$ cat src/include/fpdc_pkg.sv
// front panel display control: shared constants, command and token codes
// assumes one clock domain (MCLK) and a synchronous active-high reset
package fpdc_pkg;
	// channel and key counts of the front panel
	localparam int FPDC_CHANNELS = 8;
	localparam int FPDC_KEYS = 8;
	// commands arriving from the remote command parser
	typedef enum logic [3:0]
	{
		CMD_GRAT_SET = 4'h0,
		CMD_GRAT_QRY = 4'h1,
		CMD_DIAG_SET = 4'h2,
		CMD_DIAG_QRY = 4'h3,
		CMD_ENAB_SET = 4'h4,
		CMD_ENAB_QRY = 4'h5,
		CMD_RESET = 4'h6,
		CMD_PRESET = 4'h7,
		CMD_GO_LOCAL = 4'h8
	} fpdc_cmd_type;
	// boolean parameter tokens; every other code is illegal
	typedef enum logic [2:0]
	{
		TOK_ZERO = 3'h0,
		TOK_ONE = 3'h1,
		TOK_OFF = 3'h2,
		TOK_ON = 3'h3
	} fpdc_tok_type;
	// per-channel led drive level
	typedef enum logic [1:0]
	{
		LED_OFF = 2'h0,
		LED_DIM = 2'h1,
		LED_BRIGHT = 2'h2
	} fpdc_led_type;
	// error codes, two's complement
	localparam logic [15:0] FPDC_ERR_FW_MISMATCH = 16'h0227;
	localparam logic [15:0] FPDC_ERR_BAD_PARAM = 16'hff20;
	localparam logic [15:0] FPDC_ERR_NONE = 16'h0000;
	// values after power-up, reset command and preset
	localparam logic FPDC_GRAT_DEFAULT = 1'b1;
	localparam logic FPDC_DIAG_RESET = 1'b0;
	localparam logic FPDC_ENAB_POWERUP = 1'b1;
	// synchroniser depth for pin inputs
	localparam int FPDC_SYNC_STAGES = 2;

	// legal boolean token test
	function automatic logic fpdc_tok_legal(input logic [2:0] tok);
		fpdc_tok_legal = (tok == TOK_ZERO) || (tok == TOK_ONE) || (tok == TOK_OFF) || (tok == TOK_ON);
	endfunction

	// boolean value of a legal token
	function automatic logic fpdc_tok_value(input logic [2:0] tok);
		fpdc_tok_value = (tok == TOK_ONE) || (tok == TOK_ON);
	endfunction
endpackage
$ cat src/include/fpdc_led_if.sv
// front panel display control: channel led path between controller and shaper
// assumes both ends run on MCLK
`timescale 1ns/1ps
interface fpdc_led_if;
	import fpdc_pkg::*;
	logic gratic;
	logic [FPDC_CHANNELS-1:0] avail;
	logic [FPDC_CHANNELS-1:0] closed;
	logic [2*FPDC_CHANNELS-1:0] level;
	modport ctrl
	(
		output gratic,
		output avail,
		output closed,
		input level
	);
	modport shaper
	(
		input gratic,
		input avail,
		input closed,
		output level
	);
endinterface

$ cat src/design/fpdc_display_ctrl.sv
// front panel display control: remote command interpreter for the display settings
// assumes commands come from a parser on MCLK; keys, firmware match and saved setup are pins
`timescale 1ns/1ps
module fpdc_display_ctrl
(
	input wire logic MCLK,
	input wire logic RST,
	input wire logic CMD_VALID,
	input wire fpdc_pkg::fpdc_cmd_type CMD_CODE,
	input wire logic [2:0] CMD_ARG,
	output logic RESP_VALID,
	output logic RESP_BIT,
	output logic ERR_VALID,
	output logic [15:0] ERR_CODE,
	input wire logic FW_COMPAT,
	input wire logic SAVED_DIAG_MODE,
	input wire logic [fpdc_pkg::FPDC_CHANNELS-1:0] CHAN_AVAIL,
	input wire logic [fpdc_pkg::FPDC_CHANNELS-1:0] CHAN_CLOSED,
	output logic [2*fpdc_pkg::FPDC_CHANNELS-1:0] LED_LEVEL,
	input wire logic STAT_MSG_VALID,
	input wire logic STAT_MSG_IS_ERR,
	output logic MSG_SHOW,
	output logic DISP_FROZEN,
	input wire logic KEY_LOCAL,
	input wire logic [fpdc_pkg::FPDC_KEYS-1:0] PANEL_KEYS,
	output logic [fpdc_pkg::FPDC_KEYS-1:0] KEYS_OUT,
	output logic LOCAL_OUT
);
	import fpdc_pkg::*;

	localparam int SYNC_W = FPDC_KEYS + 3;

	logic [SYNC_W-1:0] sync1_reg;
	logic [SYNC_W-1:0] sync2_reg;
	logic fw_ok;
	logic saved_diag;
	logic local_key;
	logic [FPDC_KEYS-1:0] keys;
	logic gratic_reg;
	logic diag_message_mode_reg;
	logic enab_reg;
	logic resp_valid_reg;
	logic resp_bit_reg;
	logic err_valid_reg;
	logic [15:0] err_code_reg;
	logic msg_show_reg;
	logic [FPDC_KEYS-1:0] keys_out_reg;
	logic local_out_reg;
	logic arg_ok;
	logic arg_val;
	logic go_local;
	logic soft_reset;

	fpdc_led_if led_path();

	// two flops on every pin; only the second stage is read
	always_ff @(posedge MCLK)
	begin
		sync1_reg <= {FW_COMPAT, SAVED_DIAG_MODE, KEY_LOCAL, PANEL_KEYS};
		sync2_reg <= sync1_reg;
	end

	assign fw_ok = sync2_reg[SYNC_W-1];
	assign saved_diag = sync2_reg[SYNC_W-2];
	assign local_key = sync2_reg[SYNC_W-3];
	assign keys = sync2_reg[FPDC_KEYS-1:0];

	// parameter decode shared by all set commands
	assign arg_ok = fpdc_tok_legal(CMD_ARG);
	assign arg_val = fpdc_tok_value(CMD_ARG);
	assign go_local = local_key || (CMD_VALID && CMD_CODE == CMD_GO_LOCAL);
	assign soft_reset = CMD_VALID && (CMD_CODE == CMD_RESET || CMD_CODE == CMD_PRESET);

	// background mode; a mismatched firmware pair refuses a set to off
	always_ff @(posedge MCLK)
	begin
		if (RST || soft_reset)
			gratic_reg <= FPDC_GRAT_DEFAULT;
		else if (CMD_VALID && CMD_CODE == CMD_GRAT_SET && arg_ok)
		begin
			if (arg_val || fw_ok)
				gratic_reg <= arg_val;
		end
	end

	// diagnostic mode; the saved setup pin is already synchronised when reset samples it
	always_ff @(posedge MCLK)
	begin
		if (RST)
			diag_message_mode_reg <= saved_diag;
		else if (soft_reset)
			diag_message_mode_reg <= FPDC_DIAG_RESET;
		else if (CMD_VALID && CMD_CODE == CMD_DIAG_SET && arg_ok)
			diag_message_mode_reg <= arg_val;
	end

	// display enable; going to local wins over a disable in the same cycle
	always_ff @(posedge MCLK)
	begin
		if (RST)
			enab_reg <= FPDC_ENAB_POWERUP;
		else if (go_local)
			enab_reg <= 1'b1;
		else if (CMD_VALID && CMD_CODE == CMD_ENAB_SET && arg_ok)
			enab_reg <= arg_val;
	end

	// query answers and errors, one cycle after the command
	always_ff @(posedge MCLK)
	begin
		if (RST)
		begin
			resp_valid_reg <= 1'b0;
			resp_bit_reg <= 1'b0;
			err_valid_reg <= 1'b0;
			err_code_reg <= FPDC_ERR_NONE;
		end
		else
		begin
			resp_valid_reg <= 1'b0;
			err_valid_reg <= 1'b0;
			if (CMD_VALID)
			begin
				case (CMD_CODE)
					CMD_GRAT_QRY:
					begin
						resp_valid_reg <= 1'b1;
						resp_bit_reg <= gratic_reg;
					end
					CMD_DIAG_QRY:
					begin
						resp_valid_reg <= 1'b1;
						resp_bit_reg <= diag_message_mode_reg;
					end
					CMD_ENAB_QRY:
					begin
						resp_valid_reg <= 1'b1;
						resp_bit_reg <= enab_reg;
					end
					CMD_GRAT_SET, CMD_DIAG_SET, CMD_ENAB_SET:
					begin
						if (!arg_ok)
						begin
							err_valid_reg <= 1'b1;
							err_code_reg <= FPDC_ERR_BAD_PARAM;
						end
						else if (CMD_CODE == CMD_GRAT_SET && !arg_val && !fw_ok)
						begin
							err_valid_reg <= 1'b1;
							err_code_reg <= FPDC_ERR_FW_MISMATCH;
						end
					end
					default:
					begin
						resp_valid_reg <= 1'b0;
					end
				endcase
			end
		end
	end

	// status messages: error events always pass, the rest only in diagnostic mode
	always_ff @(posedge MCLK)
	begin
		if (RST)
			msg_show_reg <= 1'b0;
		else
			msg_show_reg <= STAT_MSG_VALID && (diag_message_mode_reg || STAT_MSG_IS_ERR);
	end

	// panel keys are dropped while frozen; local always passes so the user can resume
	always_ff @(posedge MCLK)
	begin
		if (RST)
		begin
			keys_out_reg <= '0;
			local_out_reg <= 1'b0;
		end
		else
		begin
			keys_out_reg <= enab_reg ? keys : '0;
			local_out_reg <= local_key;
		end
	end

	// channel led shaping lives in its own module
	assign led_path.gratic = gratic_reg;
	assign led_path.avail = CHAN_AVAIL;
	assign led_path.closed = CHAN_CLOSED;

	fpdc_led_shaper u_shaper
	(
		.clk(MCLK),
		.rst(RST),
		.led_path(led_path.shaper)
	);

	assign LED_LEVEL = led_path.level;
	assign RESP_VALID = resp_valid_reg;
	assign RESP_BIT = resp_bit_reg;
	assign ERR_VALID = err_valid_reg;
	assign ERR_CODE = err_code_reg;
	assign MSG_SHOW = msg_show_reg;
	assign DISP_FROZEN = !enab_reg;
	assign KEYS_OUT = keys_out_reg;
	assign LOCAL_OUT = local_out_reg;
endmodule // fpdc_display_ctrl

$ cat src/design/fpdc_led_shaper.sv
// front panel display control: per-channel led level shaper
// assumes avail/closed come from logic on the same clock
`timescale 1ns/1ps
module fpdc_led_shaper
(
	input wire logic clk,
	input wire logic rst,
	fpdc_led_if.shaper led_path
);
	import fpdc_pkg::*;

	logic [2*FPDC_CHANNELS-1:0] level_reg;

	// available closed channels bright; open available ones dim only with the background on
	always_ff @(posedge clk)
	begin
		for (int i = 0; i < FPDC_CHANNELS; i++)
		begin
			if (rst || !led_path.avail[i])
				level_reg[2*i +: 2] <= LED_OFF;
			else if (led_path.closed[i])
				level_reg[2*i +: 2] <= LED_BRIGHT;
			else if (led_path.gratic)
				level_reg[2*i +: 2] <= LED_DIM;
			else
				level_reg[2*i +: 2] <= LED_OFF;
		end
	end

	assign led_path.level = level_reg;
endmodule // fpdc_led_shaper

$ cat config.mk
export PLATFORM = sky130hd
export DESIGN_NAME = fpdc_display_ctrl
export DESIGN_NICKNAME = d
export VERILOG_FILES = /design/src/include/fpdc_pkg.sv /design/src/include/fpdc_led_if.sv /design/src/design/fpdc_display_ctrl.sv /design/src/design/fpdc_led_shaper.sv
export SDC_FILE = /design/constraint.sdc
export NUM_CORES = 1
export LEC_CHECK = 0
export ABC_AREA = 0
export CAP_MARGIN = 20
export CELL_PAD_IN_SITES_DETAIL_PLACEMENT = 1
export CELL_PAD_IN_SITES_GLOBAL_PLACEMENT = 2
export CORE_ASPECT_RATIO = 1.1
export CORE_MARGIN = 2
export CORE_UTILIZATION = 32
export CTS_CLUSTER_SIZE = 40
export DETAILED_ROUTE_END_ITERATION = 16
export DONT_BUFFER_PORTS = 1
export GPL_TIMING_DRIVEN = 0
export PLACE_DENSITY = 0.74
export SLEW_MARGIN = 20
export SYNTH_ARGS = -nofsm -noshare
export SYNTH_HDL_FRONTEND = slang
export SYNTH_SLANG_ARGS = --single-unit
$ cat constraint.sdc
create_clock -name MCLK -period 1.3 [get_ports MCLK]
set_input_delay 0.13 -clock MCLK [delete_from_list [all_inputs] [get_ports MCLK]]
set_output_delay 0.13 -clock MCLK [all_outputs]
set_load 0.02 [all_outputs]
# ---- After elaboration in Yosys (flattened, before gate mapping)
# Cells that the tools add are included.
dict set report word_totals {
  reg_bits 70
  inputBits 39
  out_inout_bits 46
  word_cells 121
}
dict set report op_classes {
  eq_ne 12
  mux 18
  n_bitwise 3
  n_reduce_logical 60
}
# op count
set ops {}
lappend ops {{16-bit two-way mux} 2}
lappend ops {{2-bit OR reduction} 11}
lappend ops {{1-bit logical OR} 17}
lappend ops {{4-bit by 3-bit == test with 1-bit output, second input constant} 4}
lappend ops {{2-bit two-way mux} 8}
lappend ops {{1-bit logical AND} 11}
lappend ops {{1-bit logical NOT} 11}
lappend ops {{3-bit OR reduction} 3}
lappend ops {{4-bit by 2-bit == test with 1-bit output, second input constant} 2}
lappend ops {{1-bit two-way mux} 7}
lappend ops {{3-bit by 2-bit == test with 1-bit output, second input constant} 2}
lappend ops {{3-bit nonzero test} 2}
lappend ops {{4-bit by 1-bit == test with 1-bit output, second input constant} 1}
lappend ops {{4-bit == test, second input constant} 1}
lappend ops {{4-bit logical NOT} 1}
lappend ops {{2-bit AND reduction} 2}
lappend ops {{3-bit by 1-bit == test with 1-bit output, second input constant} 1}
lappend ops {{3-bit logical NOT} 1}
lappend ops {{1-bit inverter} 3}
lappend ops {{1-bit case mux with 3 select lines} 1}
lappend ops {{3-bit AND reduction} 1}
lappend ops {{2-bit by 1-bit inequality test with 1-bit output, second input constant} 1}

# ---- Depth between registers and ports, before layout
dict set report depth {
  word_depth 8
  depth_mapped 6
  mapped_depth_nobuf 4
}

# ---- By module
# Synthesis repeated with hierarchy kept, for this count alone.
dict set report unflattened {
  cells_unflattened 147
  hier_area_um2 1816.7
}
# module instances cells_per_inst area_per_inst_um2 seq_area_each_um2
set modules_own_cells {}
lappend modules_own_cells {fpdc_display_ctrl 1 114 1301.2 830.8}
lappend modules_own_cells {fpdc_led_shaper 1 33 515.5 320.3}

# ---- Worst setup path after synthesis
# No wires, ideal clock.
dict set report synth_timing {
  kind {input to register}
  startpoint {input port CMD_CODE[2]}
  endpoint {register gratic_reg}
  setup_ns 0.122
  t_arrival_ns 1.111
  t_required_ns 1.178
  setup_slack_ns 0.067
  cell_stages 5
  n_path_buf 1
  cell_sequence {buf_6 -> or3_4 -> nor3b_2 -> nand2_1 -> a221o_1}
}
dict set report synth_between {
  elab_chain_len 4
  word_cells_on_any_way 9
  classes_between {eq/ne (2); reduce/logical (7)}
}
# element line
set synth_lines {}
lappend synth_lines {{start: declaration} fpdc_display_ctrl.sv:9} ;# input wire fpdc_pkg::fpdc_cmd_type CMD_CODE,
lappend synth_lines {{4-bit logical NOT or 4-bit by 3-bit == test with 1-bit output (tied branches)} {fpdc_display_ctrl.sv:79, fpdc_display_ctrl.sv:72}}
lappend synth_lines {{1-bit logical AND or 1-bit logical OR (tied branches)} {fpdc_display_ctrl.sv:79, fpdc_display_ctrl.sv:72}}
lappend synth_lines {{1-bit logical AND (on tied branches)} {fpdc_display_ctrl.sv:79, fpdc_display_ctrl.sv:72}}
lappend synth_lines {{2-bit AND reduction (no line) or 1-bit logical OR (tied branches)} n/a}
lappend synth_lines {{end signal: assignment} fpdc_display_ctrl.sv:82} ;# gratic_reg <= arg_val;
lappend synth_lines {{end: declaration} fpdc_display_ctrl.sv:39} ;# logic gratic_reg;
# Several ways; a longest one is shown, not always the timed one.
# A chain may end at the register's enable or synchronous reset.

==> results.json <==
{
  "final_common_cell": "dfxtp_1",
  "ant_nets": 0,
  "path_delay_family": "flip-flops",
  "post_cts_buffers": 0,
  "cts.sinks": 57,
  "r2r-start": "sync2_reg[10]$_DFF_P_",
  "core-area_mm2": 0.005290,
  "ys_seq_elements": 57,
  "die_h_um": 80.99,
  "grt_most_used_layer": "met2",
  "power.density_mw_per_mm2": 1542,
  "synthMuxAreaShare_pct": 1.814,
  "fin_crit_sh_pct": 90.80,
  "post-route-util_pct": 44.61,
  "worstHoldPathType": "in2reg",
  "clk_pin_slew_ps": 70,
  "regToRegEndpoint": "ERR_CODE[14]$_SDFFE_PP0P_",
  "min_from": "CMD_CODE[1]",
  "grt_use_met2_pct": 21.79,
  "io_pins": 85,
  "r2r_slack_ps": 130,
  "critPathBufInv": 1,
  "cpMaxStageDelayCell": "dfxtp_1",
  "ys_seq_area_share_pct": 66.76,
  "synth_top_area_share_pct": 65.02,
  "critical-path-max-stage-delay_ps": 510,
  "cp.arrival_ps": 1050,
  "cp_data_required_time_ps": 1170,
  "path_class": "reg2out",
  "grt_max_degree": 13,
  "antenna_cells": 0,
  "maxCapViolations": 0,
  "ys_warn_count": 0,
  "design.die.area_mm2": 0.005992,
  "nFillCells": 563,
  "drt-initial-drc-count": 20,
  "post_synth.cell_area_avg_um2": 11.89,
  "htree_num_levels": 3,
  "clk_latency_ps": 330,
  "totalWireLength_mm": 3.695,
  "vias": 1179,
  "path_max_fanout": 4,
  "die_x_um": 73.99,
  "ir_drop_uv": 807.8,
  "fin_worst_skew_ps": 9.754,
  "finalNetCount": 232,
  "antenna_found_initial": 0,
  "power_leakage_nw": 1.022,
  "root_buffer": "clkbuf_8",
  "setup-violations-final": 0,
  "grt_use_met1_pct": 12.57,
  "drive_gt1_share_pct": 19.70,
  "synth_top_family_by_area": "simple AND/OR/NAND/NOR gates",
  "grt_use_met3_pct": 5.831,
  "power_w": 0.003639,
  "synth-xor-area-share_pct": 0,
  "yosys-top-cells-area": "dfxtp_1 65%, and3_1 5.8%, buf_4 5.7%",
  "syn_to_final_growth_pct": 36.86,
  "port_buffers": 0,
  "initial_core_util_pct": 32.59,
  "cts_tree": "built",
  "grt-ovfl-total": 0,
  "grt_use_total_pct": 12.78,
  "r2r_cells": 3,
  "final_cell_mix": "55 x dfxtp_1, 34 x dlygate4sd3_1, 16 x and3_1",
  "dp_hpwl_mm": 2.489,
  "min_to": "RESP_VALID$_SDFF_PP0_",
  "final_cell_area_mm2": 0.002360,
  "place_area_mm2": 0.001829,
  "critPathCaptureType": "output pin",
  "grt_pass1_vias": 1158,
  "slew_violations": 0,
  "wl_per_cell_um": 13.53,
  "rsz0062_at_grt": "no",
  "yosysTopAreaCell": "dfxtp_1",
  "clk_path_buf_depth": 2,
  "synth_fa_ha_area_share_pct": 0,
  "rows": 28,
  "max_freq_ghz": 0.8471,
  "outcome": "finished, final reports clean",
  "numCtsBuffers": 9,
  "synth_cell_types": 30,
  "first_pass_iters": 3,
  "timing_hold_violations_final": 0,
  "hold_path_depth": 3,
  "syn_inst": 145,
  "gp_congestion": 0.7120,
  "synth_compound_area_share_pct": 6.096,
  "cp_cell_sequence": "buf_4",
  "grt_pass1_wl_mm": 5.423,
  "synth_simple_gate_area_share_pct": 16.84,
  "syn-cell-area_mm2": 0.001724,
  "fin_crit_ps": 1180,
  "drcViolationCount": 0,
  "largest_reg_flops": 16,
  "viasPerCell": 4.319,
  "start_kind": "flop"
}
[cells by family after synthesis]
| kind of cell | count (synthesis) |
|---|---|
| buffers and inverters | 23 |
| AND/OR/NAND/NOR | 46 |
| multiplexers | 3 |
| other | 1 |
| flip-flops | 57 |
| AO/OA/AOI/OAI | 15 |
[where the power goes]
| part | switching, W | total, W | internal [W] |
|---|---|---|---|
| logic | 0.0000926 | 0.000222 | 0.000130 |
| registers | 0.0000820 | 0.00192 | 0.00183 |
| clock network | 0.000741 | 0.00150 | 0.000761 |
| total | 0.000915 | 0.00364 | 0.00272 |
[what timing repair did]
action                                  CTS  global route
endpoints found under the hold margin    33             0
resized for setup                         2             0
endpoints found under the setup margin    7             0
hold buffers                             34             0
[worst reg2reg max path, cell delays in order (launching register included)]
cell and delay [ps]:
dfxtp_1 320, nor4_2 400, a21oi_1 130, a31o_2 220
[routing by layer]
layer | vias to the layer above | part of all wire, %
li1 | 573 | -
met1 | 547 | 38
met2 | 53 | 51
met3 | 6 | 8.3
met4 | 0 | 1.7
met5 | - | 0
[area by class of cell]
type | instances | area (um^2) | area share (%)
Buffer | 19 | 128.9 | 5.461
Clock buffer | 10 | 137.6 | 5.832
Clock inverter | 6 | 50.05 | 2.121
Inverter | 4 | 15.01 | 0.6363
Multi-Input combinational cell | 68 | 441.7 | 18.72
Sequential cell | 57 | 1152 | 48.83
Tap cell | 75 | 93.84 | 3.977
Timing Repair Buffer | 34 | 340.3 | 14.42
[Yosys cell counts]
| cell type | n |
|---|---|
| dfxtp_1 | 56 |
| and3_1 | 16 |
| buf_4 | 13 |
| nor3b_1 | 8 |
| nand2_1 | 7 |
| clkbuf_1 | 5 |
| nor2_1 | 5 |
| a21oi_1 | 4 |
| inv_1 | 4 |
| nor2b_1 | 3 |
| a31o_2 | 2 |
| mux2i_1 | 2 |
| o211ai_1 | 2 |
| o21ai_0 | 2 |
| a211oi_1 | 1 |
| a221o_1 | 1 |
| a311oi_1 | 1 |
| a31oi_1 | 1 |
| and3b_2 | 1 |
| buf_6 | 1 |
| conb_1 | 1 |
| edfxtp_1 | 1 |
| mux2_2 | 1 |
| nand2b_1 | 1 |
| nand3_1 | 1 |
| nand4b_1 | 1 |
| nor3b_2 | 1 |
| nor4_2 | 1 |
| o211a_1 | 1 |
| or3_4 | 1 |
[worst max path at each step]
stage / start / to / slack [ps] / depth (start not counted)
after global routing: sync2_reg[10]$_DFF_P_ / ERR_CODE[14]$_SDFFE_PP0P_ / 60 / 3
after detailed placement: CMD_CODE[2] / ERR_CODE[14]$_SDFFE_PP0P_ / -70 / 5
after global placement: CMD_CODE[2] / ERR_CODE[14]$_SDFFE_PP0P_ / -30 / 5
final: ERR_CODE[2]$_SDFFE_PP0P_ / ERR_CODE[1] / 120 / 1
after floorplan: CMD_CODE[2] / gratic_reg$_SDFFE_PP1P_ / 70 / 5
after CTS: ERR_CODE[2]$_SDFFE_PP0P_ / ERR_CODE[2] / 90 / 1
[through the flow]
| stage | setup TNS [ps] | hold WS (ps) | std cells | setup WS [ps] |
|---|---|---|---|---|
| floorplan | 0 | 157.7 | 148 | 67.43 |
| global placement | -26.52 | 157.8 | 223 | -26.52 |
| detailed placement | -154.3 | 157.8 | 223 | -66.43 |
| CTS | 0 | 20.35 | 273 | 94.63 |
| global route | 0 | 28.47 | 273 | 61.21 |
| finish | 0 | 34.69 | 273 | 119.5 |
No activity file was read; power rests on OpenSTA's default activity.
